$ cat src/core/crs_pkg.sv
package crs_pkg;
    // master crystal and sequencing timing
    localparam int CLK_MHZ_X1000 = 100000;
    localparam int RESTART_MS = 8;
    localparam int RESTART_CYCLES = RESTART_MS * CLK_MHZ_X1000;
    localparam int CNT_W = 20;
    localparam logic [CNT_W-1:0] CNT_FULL = CNT_W'(RESTART_CYCLES - 1);
    localparam logic [1:0] PHASE_DIV_LAST = 2'h3;
    localparam logic [1:0] STRETCH_EXTRA = 2'h2;
    // address decode
    localparam logic [4:0] SEL_PROG_LO = 5'h10;
    localparam logic [4:0] SEL_DATA = 5'h00;
    localparam logic [4:0] SEL_IO = 5'h01;
    localparam logic [4:0] SEL_NV = 5'h02;
    localparam logic [15:0] ADDR_IRQ_ID = 16'h0800;
    localparam logic [15:0] ADDR_TICK_CLR = 16'h0801;
    localparam logic [15:0] ADDR_KEY_CLR = 16'h0802;
    localparam logic [15:0] ADDR_BUS_CLR = 16'h0803;
    localparam logic [7:0] FLOAT_OPCODE = 8'h3f;
    localparam logic [15:0] VEC_IRQ = 16'hfff8;
    localparam logic [15:0] VEC_SWI = 16'hfffa;
    localparam int ID_TICK_BIT = 5;
    localparam int ID_KEY_BIT = 6;
    localparam int ID_BUS_BIT = 7;
endpackage : crs_pkg

$ cat src/core/crs_bus_if.sv
`timescale 1ns/1ps
interface crs_bus_if;
    logic [15:0] addr;
    logic [7:0] wdata;
    logic rd_wr;
    logic valid_access_flag;
    logic [7:0] rdata;
    logic irq_n;
    logic nmi;
    logic cpu_hold_n;
    logic phase_out;
    modport dev (input addr, wdata, rd_wr, valid_access_flag,
                 output rdata, irq_n, nmi, cpu_hold_n, phase_out);
    modport cpu (output addr, wdata, rd_wr, valid_access_flag,
                 input rdata, irq_n, nmi, cpu_hold_n, phase_out);
endinterface : crs_bus_if

$ cat src/core/crs_sync2.sv
`timescale 1ns/1ps
module crs_sync2 (
    input wire logic core_clk_in,
    input wire logic rstn_in,
    input wire logic d_in,
    output logic q_out
);
    logic s1;
    always_ff @(posedge core_clk_in or negedge rstn_in) begin
        if (!rstn_in) begin
            s1 <= 1'b0;
            q_out <= 1'b0;
        end else begin
            s1 <= d_in;
            q_out <= s1;
        end
    end
endmodule : crs_sync2

$ cat src/core/crs_support.sv
// The placing of the registers and strobed register access are this design's own decisions.
`timescale 1ns/1ps
// What this block does
// (RULE_01) bus phase is master clock divided four
// (RULE_02) ready stretch slows bus to about 680kHz; here a stretched cycle is 6 clocks, about 16.7MHz at 100MHz
// (RULE_03) internal switch raises non-maskable interrupt
// (RULE_04) irq is OR of tick, key, bus
// (RULE_05) cpu vectors maskable irq through FFF8/FFF9
// (RULE_06) id read puts source bits on D7..D5
// (RULE_07) requests stay until explicit release access
// (RULE_08) unmapped read returns 3F software interrupt
// (RULE_09) read/write line becomes separate read/write pulses
// (RULE_10) upper address bits make memory selects
// (RULE_11) supply low holds counter, flop, both resets
// (RULE_12) high reset holds keypad, blanks indicator decoder
// (RULE_13) low reset holds cpu, disables decoder
// (RULE_14) low reset holds both adapters
// (RULE_15) supply good starts the 8ms counter
// (RULE_16) full count captures supply, releases resets
// (RULE_17) tick clear access; next full count re-raises
// (RULE_18) supply fall forces reset, clears counter
// (RULE_19) valid access with no select restarts
// (RULE_20) after watchdog restart resets release 8ms later
// (RULE_21) supply good synchronised before capture
// (RULE_22) id bits live, unused lines zero
module crs_support
    import crs_pkg::*;
#(
    // full count of the restart counter; a bench may shorten it
    parameter int RESTART_COUNT = RESTART_CYCLES
)
(
    input wire logic core_clk_in,
    input wire logic rstn_in,
    input wire logic clk_en_in,
    input wire logic supply_good_in,
    input wire logic memory_ready_stretch_in,
    input wire logic nmi_switch_in,
    input wire logic keypad_request_in,
    input wire logic bus_adapter_request_in,
    crs_bus_if.dev bus,
    output logic power_up_hold_out,
    output logic power_up_hold_n_out,
    output logic stretched_bus_clock_out,
    output logic read_pulse_n_out,
    output logic write_pulse_n_out,
    output logic prog_sel_n_out,
    output logic data_sel_n_out,
    output logic nv_sel_n_out,
    output logic io_sel_n_out,
    output logic [13:0] inst_addr_out,
    output logic [2:0] irq_pending_out
);
    logic sg_sync;
    logic [CNT_W-1:0] cnt;
    logic restart_q;
    logic [1:0] div;
    logic [1:0] stretch;
    logic phase;
    logic tick_req;
    logic key_req;
    logic bus_req;
    logic nmi_s;
    logic key_s;
    logic busr_s;
    logic next_full;
    logic sel_any;
    logic watchdog_hit;
    logic cycle_end;
    logic mr_s;
    logic restart_rst_n;
    localparam logic [CNT_W-1:0] FULL_AT = CNT_W'(RESTART_COUNT - 1);

    // (RULE_21) two-stage supply sync
    crs_sync2 u_sg (.core_clk_in(core_clk_in), .rstn_in(rstn_in), .d_in(supply_good_in), .q_out(sg_sync));
    crs_sync2 u_nmi (.core_clk_in(core_clk_in), .rstn_in(rstn_in), .d_in(nmi_switch_in), .q_out(nmi_s));
    crs_sync2 u_key (.core_clk_in(core_clk_in), .rstn_in(rstn_in), .d_in(keypad_request_in), .q_out(key_s));
    crs_sync2 u_bus (.core_clk_in(core_clk_in), .rstn_in(rstn_in), .d_in(bus_adapter_request_in), .q_out(busr_s));
    crs_sync2 u_mr (.core_clk_in(core_clk_in), .rstn_in(rstn_in), .d_in(memory_ready_stretch_in), .q_out(mr_s));

    function automatic logic [3:0] decode_sel(input logic [4:0] hi);
        logic [3:0] s;
        s = 4'h0;
        if (hi >= SEL_PROG_LO) s[0] = 1'b1;
        if (hi == SEL_DATA) s[1] = 1'b1;
        if (hi == SEL_NV) s[2] = 1'b1;
        if (hi == SEL_IO) s[3] = 1'b1;
        return s;
    endfunction : decode_sel

    // (RULE_10) upper bits decode selects
    assign sel_any = |decode_sel(bus.addr[15:11]);
    assign cycle_end = (div == PHASE_DIV_LAST) && (stretch == 2'h0);
    // (RULE_19) valid access, nothing selected
    assign watchdog_hit = restart_q && bus.valid_access_flag && phase && !sel_any;
    assign next_full = (cnt == FULL_AT);
    // (RULE_18) supply fall resets restart logic at once
    // the synced copy only gates release, so a dying rail never waits for a clock edge
    assign restart_rst_n = rstn_in && supply_good_in;

    // (RULE_01) divide by four phase
    // (RULE_02) stretch adds wait cycles per phase
    always_ff @(posedge core_clk_in or negedge rstn_in) begin
        if (!rstn_in) begin
            div <= 2'h0;
            stretch <= 2'h0;
            phase <= 1'b0;
        end else if (clk_en_in) begin
            if (stretch != 2'h0) begin
                stretch <= stretch - 2'h1;
            end else begin
                div <= div + 2'h1;
                if (div == 2'h1) phase <= 1'b1;
                if (div == PHASE_DIV_LAST) begin
                    phase <= 1'b0;
                    if (mr_s) stretch <= STRETCH_EXTRA;
                end
            end
        end
    end

    // (RULE_11) supply low holds counter
    // (RULE_15) counting starts on supply good
    // (RULE_18) supply fall clears counter
    always_ff @(posedge core_clk_in or negedge restart_rst_n) begin
        if (!restart_rst_n) begin
            cnt <= '0;
        end else if (clk_en_in) begin
            if (!sg_sync || watchdog_hit || next_full) cnt <= '0;
            else cnt <= cnt + CNT_W'(1);
        end
    end

    // (RULE_16) capture supply at full count
    // (RULE_20) watchdog restart then re-release
    always_ff @(posedge core_clk_in or negedge restart_rst_n) begin
        if (!restart_rst_n) begin
            restart_q <= 1'b0;
        end else if (clk_en_in) begin
            if (!sg_sync || watchdog_hit) restart_q <= 1'b0;
            else if (next_full) restart_q <= sg_sync;
        end
    end

    // (RULE_12) high reset polarity
    // (RULE_13) low reset to cpu
    // (RULE_14) low reset to adapters
    always_ff @(posedge core_clk_in or negedge restart_rst_n) begin
        if (!restart_rst_n) begin
            power_up_hold_out <= 1'b1;
            power_up_hold_n_out <= 1'b0;
            bus.cpu_hold_n <= 1'b0;
        end else if (clk_en_in) begin
            power_up_hold_out <= !restart_q;
            power_up_hold_n_out <= restart_q;
            bus.cpu_hold_n <= restart_q;
        end
    end

    // (RULE_17) tick set wins over clear
    // (RULE_07) requests held until release
    always_ff @(posedge core_clk_in or negedge rstn_in) begin
        if (!rstn_in) begin
            tick_req <= 1'b0;
            key_req <= 1'b0;
            bus_req <= 1'b0;
        end else if (clk_en_in) begin
            if (!restart_q) tick_req <= 1'b0;
            else if (next_full) tick_req <= 1'b1;
            else if (bus.valid_access_flag && phase && bus.addr == ADDR_TICK_CLR) tick_req <= 1'b0;
            if (key_s) key_req <= 1'b1;
            else if (bus.valid_access_flag && phase && bus.addr == ADDR_KEY_CLR) key_req <= 1'b0;
            if (busr_s) bus_req <= 1'b1;
            else if (bus.valid_access_flag && phase && bus.addr == ADDR_BUS_CLR) bus_req <= 1'b0;
        end
    end

    // (RULE_04) wired OR onto irq
    // (RULE_03) nmi from switch
    always_ff @(posedge core_clk_in or negedge rstn_in) begin
        if (!rstn_in) begin
            bus.irq_n <= 1'b1;
            bus.nmi <= 1'b0;
            irq_pending_out <= 3'h0;
        end else if (clk_en_in) begin
            bus.irq_n <= !(tick_req || key_req || bus_req);
            bus.nmi <= nmi_s && restart_q;
            irq_pending_out <= {bus_req, key_req, tick_req};
        end
    end

    // (RULE_06) identity bits on D7..D5
    // (RULE_22) live bits, others zero
    // (RULE_08) unmapped read floats to 3F
    always_ff @(posedge core_clk_in or negedge rstn_in) begin
        if (!rstn_in) begin
            bus.rdata <= FLOAT_OPCODE;
        end else if (clk_en_in) begin
            if (bus.addr == ADDR_IRQ_ID) begin
                bus.rdata <= 8'h00;
                bus.rdata[ID_TICK_BIT] <= tick_req;
                bus.rdata[ID_KEY_BIT] <= key_req;
                bus.rdata[ID_BUS_BIT] <= bus_req;
            end else begin
                bus.rdata <= FLOAT_OPCODE;
            end
        end
    end

    // (RULE_09) read/write pulses from rd_wr
    // (RULE_13) decoder idle while held
    always_ff @(posedge core_clk_in or negedge rstn_in) begin
        if (!rstn_in) begin
            read_pulse_n_out <= 1'b1;
            write_pulse_n_out <= 1'b1;
            {io_sel_n_out, nv_sel_n_out, data_sel_n_out, prog_sel_n_out} <= 4'hf;
            inst_addr_out <= 14'h0000;
            stretched_bus_clock_out <= 1'b0;
            bus.phase_out <= 1'b0;
        end else if (clk_en_in) begin
            read_pulse_n_out <= !(restart_q && bus.valid_access_flag && phase && bus.rd_wr);
            write_pulse_n_out <= !(restart_q && bus.valid_access_flag && phase && !bus.rd_wr);
            if (restart_q && bus.valid_access_flag)
                {io_sel_n_out, nv_sel_n_out, data_sel_n_out, prog_sel_n_out} <= ~decode_sel(bus.addr[15:11]);
            else
                {io_sel_n_out, nv_sel_n_out, data_sel_n_out, prog_sel_n_out} <= 4'hf;
            inst_addr_out <= bus.addr[13:0];
            stretched_bus_clock_out <= phase;
            bus.phase_out <= phase && !cycle_end;
        end
    end
endmodule : crs_support

$ cat src/flat_wrapper.sv
// flat-port wrapper written by rule: the top's interface ports become plain ports
module crs_support_flat import crs_pkg::*;
#(
                                                                
    parameter int RESTART_COUNT = RESTART_CYCLES
)
  (core_clk_in, rstn_in, clk_en_in, supply_good_in, memory_ready_stretch_in, nmi_switch_in, keypad_request_in, bus_adapter_request_in, power_up_hold_out, power_up_hold_n_out, stretched_bus_clock_out, read_pulse_n_out, write_pulse_n_out, prog_sel_n_out, data_sel_n_out, nv_sel_n_out, io_sel_n_out, inst_addr_out, irq_pending_out, bus_addr, bus_wdata, bus_rd_wr, bus_valid_access_flag, bus_rdata, bus_irq_n, bus_nmi, bus_cpu_hold_n, bus_phase_out);
  crs_bus_if bus_i ();
  input wire logic core_clk_in;
  input wire logic rstn_in;
  input wire logic clk_en_in;
  input wire logic supply_good_in;
  input wire logic memory_ready_stretch_in;
  input wire logic nmi_switch_in;
  input wire logic keypad_request_in;
  input wire logic bus_adapter_request_in;
  output logic power_up_hold_out;
  output logic power_up_hold_n_out;
  output logic stretched_bus_clock_out;
  output logic read_pulse_n_out;
  output logic write_pulse_n_out;
  output logic prog_sel_n_out;
  output logic data_sel_n_out;
  output logic nv_sel_n_out;
  output logic io_sel_n_out;
  output logic [13:0] inst_addr_out;
  output logic [2:0] irq_pending_out;
  input wire logic [$bits(bus_i.addr)-1:0] bus_addr;
  input wire logic [$bits(bus_i.wdata)-1:0] bus_wdata;
  input wire logic [$bits(bus_i.rd_wr)-1:0] bus_rd_wr;
  input wire logic [$bits(bus_i.valid_access_flag)-1:0] bus_valid_access_flag;
  output wire logic [$bits(bus_i.rdata)-1:0] bus_rdata;
  output wire logic [$bits(bus_i.irq_n)-1:0] bus_irq_n;
  output wire logic [$bits(bus_i.nmi)-1:0] bus_nmi;
  output wire logic [$bits(bus_i.cpu_hold_n)-1:0] bus_cpu_hold_n;
  output wire logic [$bits(bus_i.phase_out)-1:0] bus_phase_out;
  assign bus_i.addr = bus_addr;
  assign bus_i.wdata = bus_wdata;
  assign bus_i.rd_wr = bus_rd_wr;
  assign bus_i.valid_access_flag = bus_valid_access_flag;
  assign bus_rdata = bus_i.rdata;
  assign bus_irq_n = bus_i.irq_n;
  assign bus_nmi = bus_i.nmi;
  assign bus_cpu_hold_n = bus_i.cpu_hold_n;
  assign bus_phase_out = bus_i.phase_out;
  crs_support #(.RESTART_COUNT(RESTART_COUNT)) u_core (.core_clk_in(core_clk_in), .rstn_in(rstn_in), .clk_en_in(clk_en_in), .supply_good_in(supply_good_in), .memory_ready_stretch_in(memory_ready_stretch_in), .nmi_switch_in(nmi_switch_in), .keypad_request_in(keypad_request_in), .bus_adapter_request_in(bus_adapter_request_in), .bus(bus_i), .power_up_hold_out(power_up_hold_out), .power_up_hold_n_out(power_up_hold_n_out), .stretched_bus_clock_out(stretched_bus_clock_out), .read_pulse_n_out(read_pulse_n_out), .write_pulse_n_out(write_pulse_n_out), .prog_sel_n_out(prog_sel_n_out), .data_sel_n_out(data_sel_n_out), .nv_sel_n_out(nv_sel_n_out), .io_sel_n_out(io_sel_n_out), .inst_addr_out(inst_addr_out), .irq_pending_out(irq_pending_out));
endmodule
$ cat config.mk
export PLATFORM = sky130hd
export DESIGN_NAME = crs_support_flat
export DESIGN_NICKNAME = d
export VERILOG_FILES = /design/src/core/crs_pkg.sv /design/src/core/crs_bus_if.sv /design/src/core/crs_sync2.sv /design/src/core/crs_support.sv /design/src/flat_wrapper.sv
export SDC_FILE = /design/constraint.sdc
export NUM_CORES = 1
export LEC_CHECK = 0
export BUFFER_PORTS_ARGS = -buffer_cell sky130_fd_sc_hd__buf_2
export CORE_MARGIN = 1
export CORE_UTILIZATION = 53
export DETAILED_ROUTE_END_ITERATION = 16
export PLACE_DENSITY = 0.82
export SYNTH_ARGS = -nofsm -noshare
export SYNTH_HDL_FRONTEND = slang
export SYNTH_HIERARCHICAL = 1
export SYNTH_SLANG_ARGS = --single-unit
$ cat constraint.sdc
create_clock -name core_clk_in -period 2.46 [get_ports core_clk_in]
set_input_delay 0.369 -clock core_clk_in [delete_from_list [all_inputs] [get_ports core_clk_in]]
set_output_delay 0.369 -clock core_clk_in [all_outputs]
set_load 0.05 [all_outputs]
======== Word level (Yosys, flattened, before mapping) ========
Index checks and enable logic that the tools add are counted.
word-level totals
  output and inout bits ................... 38
  bits of input ports ..................... 34
  word-level logic and storage cells ...... 123
  register bits ........................... 76
operators by class
  bitwise logic cells ..................... 2
  reduce and logical (&&, ||, !) cells .... 42
  add/sub/neg operators ................... 3
  eq/ne operators ......................... 10
  order comparisons ....................... 1
  mux-type cells .......................... 32
operators by type and width
  operator                 count
  $eq A16 B12 Y1 const B   4
  $mux W1                  27
  $add A20 B1 Y20 const B  1
  $eq A20 B20 Y1 const B   1
  $mux W20                 1
  $reduce_bool A2 Y1       7
  $logic_and A1 B1 Y1      13
  $reduce_and A2 Y1        5
  $logic_not A1 Y1         8
  $mux W8                  1
  $mux W2                  3
  $reduce_and A3 Y1        2
  $eq A5 B1 Y1 const B     1
  $eq A5 B2 Y1 const B     1
  $ge A5 B5 Y1 const B     1
  $logic_not A5 Y1         1
  $logic_or A1 B1 Y1       4
  $not A4 Y4               1
  $reduce_or A4 Y1         1
  $ne A3 B3 Y1 const B     1
  $add A2 B1 Y2 const B    1
  $eq A2 B1 Y1 const B     1
  $eq A2 B2 Y1 const B     1
  $logic_not A2 Y1         1
  other kinds (2)          2

======== Longest topological paths before layout ========
  depth in word-level cells ............... 8
  mapped depth ............................ 7
  gate-level depth less buffers ........... 5

======== Modules after synthesis ========
Netlist, hierarchy kept.
modules (own cells, without submodules)
  module       sequential area each (sq um)  area each (sq um)  cells an instance  times used
  crs_support  1564.0                        2882.8             267                1
  crs_sync2    50.0                          50.0               2                  5

======== Worst setup path before layout ========
OpenSTA, ideal clock, no wires.
  path type ............................... reg2reg
  start ................................... register u_core.cnt[0]
  end ..................................... register u_core.cnt[11]
  period minus slack after synthesis ...... 1.885 ns
  arrival time ............................ 1.763 ns
  setup time .............................. 0.121 ns
  setup slack ............................. 0.575 ns
  buffers on the path ..................... 2
  stages on the path, launching flop included .. 8
  required time ........................... 2.339 ns
  cell sequence ........................... dfrtp_1 -> ha_1 -> nand3_1 -> or3_1 -> clkbuf_1 -> o2bb2ai_1 -> buf_2 -> nor2_1
between the ends
  longest elaborated chain between the ends .. 3
  elaborated cells on any way between the ends .. 4
  classes of those cells .................. add/sub: 1; eq/ne: 1; mux: 1; reduce/logical: 1
RTL lines
  item                                                     RTL line            RTL
  from (decl)                                              crs_support.sv:55   logic [CNT_W-1:0] cnt;
  from (signal assigned)                                   crs_support.sv:130  else cnt <= cnt + CNT_W'(1);
  branches (longest 2 deep; another with $add A20 B1 Y20)  --
  $mux W20 (*)                                             crs_support.sv:129  if (!sg_sync || watchdog_hit || next_full) cnt <= '0;
Mark *: on every way between the ends.
A chain may end at the register's enable or synchronous reset.

======== Worst setup path in the final report ========
  start ................................... register u_core.cnt[0]
  end ..................................... register u_core.cnt[16]
Same word-level chain as after synthesis.

==> run summary <==
Status: finished, final reports clean
Hold Violations, Final: 0
Setup Viol. Count Final: 0
Slew @ Worst Pin: 0.5796 ns
Die Area: 6223 µm²
Synth cell types: 44
Net Sw Frac: 27.71%
Cts hold-fix bufs: 0
Worst-path clk slew: 0.08 ns
Fin Setup TNS: 0 ns
PD cells: 788.4 nW/µm²
Detailed Route Iter0 Violations: 130
Vias per std cell: 5.536
Async SR Flop Fraction: 100.0%
Antenna cells: 0
Worst skew pair latency: 0.34 ns
Max-slew violations: 0
H-Tree Level Count: 3
F_max: 515.5 MHz
Non-Filler Instances: 418
Post-CTS setup buffers: 0
Max rail drop VDD: 0.0005540 V
Post-DR wirelength/cell: 14.99 µm
Ys flop type: dfrtp_1
Final worst-path cycle share: 78.86%
DRC Markers: 0
Int Power: 2.138 mW
Congestion Overflow GR: 0
Layout area overhead: 19.73%
Largest net degree at the start of global routing: 50
Number of synthesized flops with an enable pin: 0
Commonest cells after routing, fill and taps aside: 63 x buf_2, 62 x dfrtp_1, 25 x nand2_1, 20 x mux2_2, 20 x nor2_1
Synthesized area: 3133 µm²
Pleak: 1.628 nW
Layout fillers: 428
Worst Hold Margin: 0.1281 ns
Layout cells sized above 1: 34.10%
Setup repair after global routing missed its margin: no
# rows: 27
Initial antenna violation count: 0
Worst-path maximum fanout: 7
Req. time, crit path: 2.73 ns
Share of power burned in combinational logic: 15.7%
Clk sink count: 72
Port Buffers: 63
Via count: 2,314
TritonRoute pass-1 iters: 4
Core area: 5608 µm²
Final Instance Area: 3751 µm²
Crit. End Element: flop
Final WL: 6267 µm
Syn_area_per_cell: 11.31 µm²
Clock Skews: 0.006192 ns
Number of max-cap violations: 0
Switching power: 819.4 µW
GRT Resource Usage Total: 22.40%
Total CTS buffers: 9
Post-DP Area: 3498 µm²
Initial Util: 55.87%
Fin nets: 380
Arr. time, crit path: 2.21 ns
Total number of yosys warnings: 6
First-pass GRT wire length: 10,630 µm
DP HPWL: 4399 µm
Die width: 78.89 µm
DRT antenna net count: 0
Root Buffer: clkbuf_8
Fin crit period: 1.940 ns
Slew Limit Headroom: 61.03%
Clk network pwr share: 38.8%
Seq pwr share: 45.5%
Dpl cells: 402
HP Class: input port to flop
Register area share after synthesis: 57.91%
Worst Path Class, Setup: flop to flop
Post_cts resized: 0
Startpoint Class: flop
Leading cell type in the layout, fill and taps excluded: buf_2
Gpl congestion: 0.7924
Maximum buffer depth of the clock tree: 2
Number of global-route vias before repair: 2,274
CTS tree: yes
IO Count: 72
Syn nets: 316
Die Height: 78.89 µm
Synthesized netlist cell count: 277
Register bit total from synthesis: 72
area by class of cell:
type / count / area, µm² / share of cell area, %
multi-input cells: 175 / 1181 / 31.49
flip-flops and latches: 72 / 1814 / 48.37
clock buffers: 10 / 137.6 / 3.669
repair buffers: 69 / 360.3 / 9.606
inverters: 14 / 52.55 / 1.401
clock inverters: 6 / 115.1 / 3.069
well taps: 72 / 90.09 / 2.402
synthesized netlist by cell type, types with 4 or more instances:
library cell  number  area share, %
nor3_1             6           0.96
inv_1             14            1.7
nor2_1            20            2.4
mux2_2            20            7.2
xnor2_1            8            2.2
nor4_1             5            1.0
o31ai_1            6            1.4
ha_1               5            2.0
nand4_1            8            1.6
a21oi_1           10            1.6
buf_4              5            1.2
nand2_1           25            3.0
buf_1              4           0.48
dfstp_2           10            8.4
or3_1              5            1.0
dfrtp_1           62             50
o21ai_0            9            1.4
nand3_1           10            1.6
logic make-up after synthesis:
group                    synth area share, %
AO/OA/AOI/OAI                          9.346
multiplexers                           7.508
flip-flops                             57.91
XOR/XNOR                               2.796
adder cells (fa/ha/maj)                1.997
buffers and inverters                  4.393
AND/OR/NAND/NOR                        16.05
power groups by stage:
stage	Sequential (mW)	Clock [mW]	Combinational, mW
final	1.34	1.15	0.465
after CTS	1.34	1.17	0.467
after global placement	1.36	0	0.448
after detailed placement	1.37	0	0.463
after floorplan	1.49	0	0.196
after global routing	1.36	1.21	0.501
sequential cells by signal, indices dropped and copies added (netlist names), 2 cells and up:
name and flops:
u_core/bus.rdata 4, u_core/cnt 20, u_core/div 2, u_core/inst_addr_out 14
u_core/irq_pending_out 3, u_core/stretch 2
worst max-delay path, cell delays in order, from the launching register on:
cell and delay [ns]:
dfrtp_1 0.44, ha_1 0.28, nand3_1 0.12, or3_1 0.50, or3_1 0.39, a21oi_1 0.14
routing by layer:
metal,global-route usage [%],wire length [µm],vias up
met5,0,0,-
met4,8.364,55,0
met3,5.172,253,6
met2,34.87,3098,55
met1,30.86,2859,1137
li1,-,-,1116
per-stage QoR:
stage | utilization (%) | power [mW] | setup slack (ns)
after floorplan | - | 1.688 | 0.5753
after detailed placement | 62.38 | 1.829 | 0.5588
after CTS | 66.89 | 2.977 | 0.5302
after global routing | 66.89 | 3.073 | 0.4103
final | 66.89 | 2.957 | 0.5200
after global placement | 62.38 | 1.808 | 0.5638
final timing paths:
path	endpoint	startpoint	depth (start not counted)	slack, ns
setup / recovery	u_core/cnt[16]$_DFFE_PN0P_	u_core/cnt[0]$_DFFE_PN0P_	5	0.52
hold / removal	u_core/u_bus/s1$_DFF_PN0_	bus_adapter_request_in	1	0.13
setup reg to reg	u_core/cnt[16]$_DFFE_PN0P_	u_core/cnt[0]$_DFFE_PN0P_	5	0.52
max in group asynchronous	u_core/tick_req$_DFFE_PN0P_	rstn_in	2	1.91
hold reg to reg	u_core/u_key/q_out$_DFF_PN0_	u_core/u_key/s1$_DFF_PN0_	0	0.35
min in group asynchronous	u_core/cnt[7]$_DFFE_PN0P_	supply_good_in	3	0.15
(Power assumes the default switching activity.)
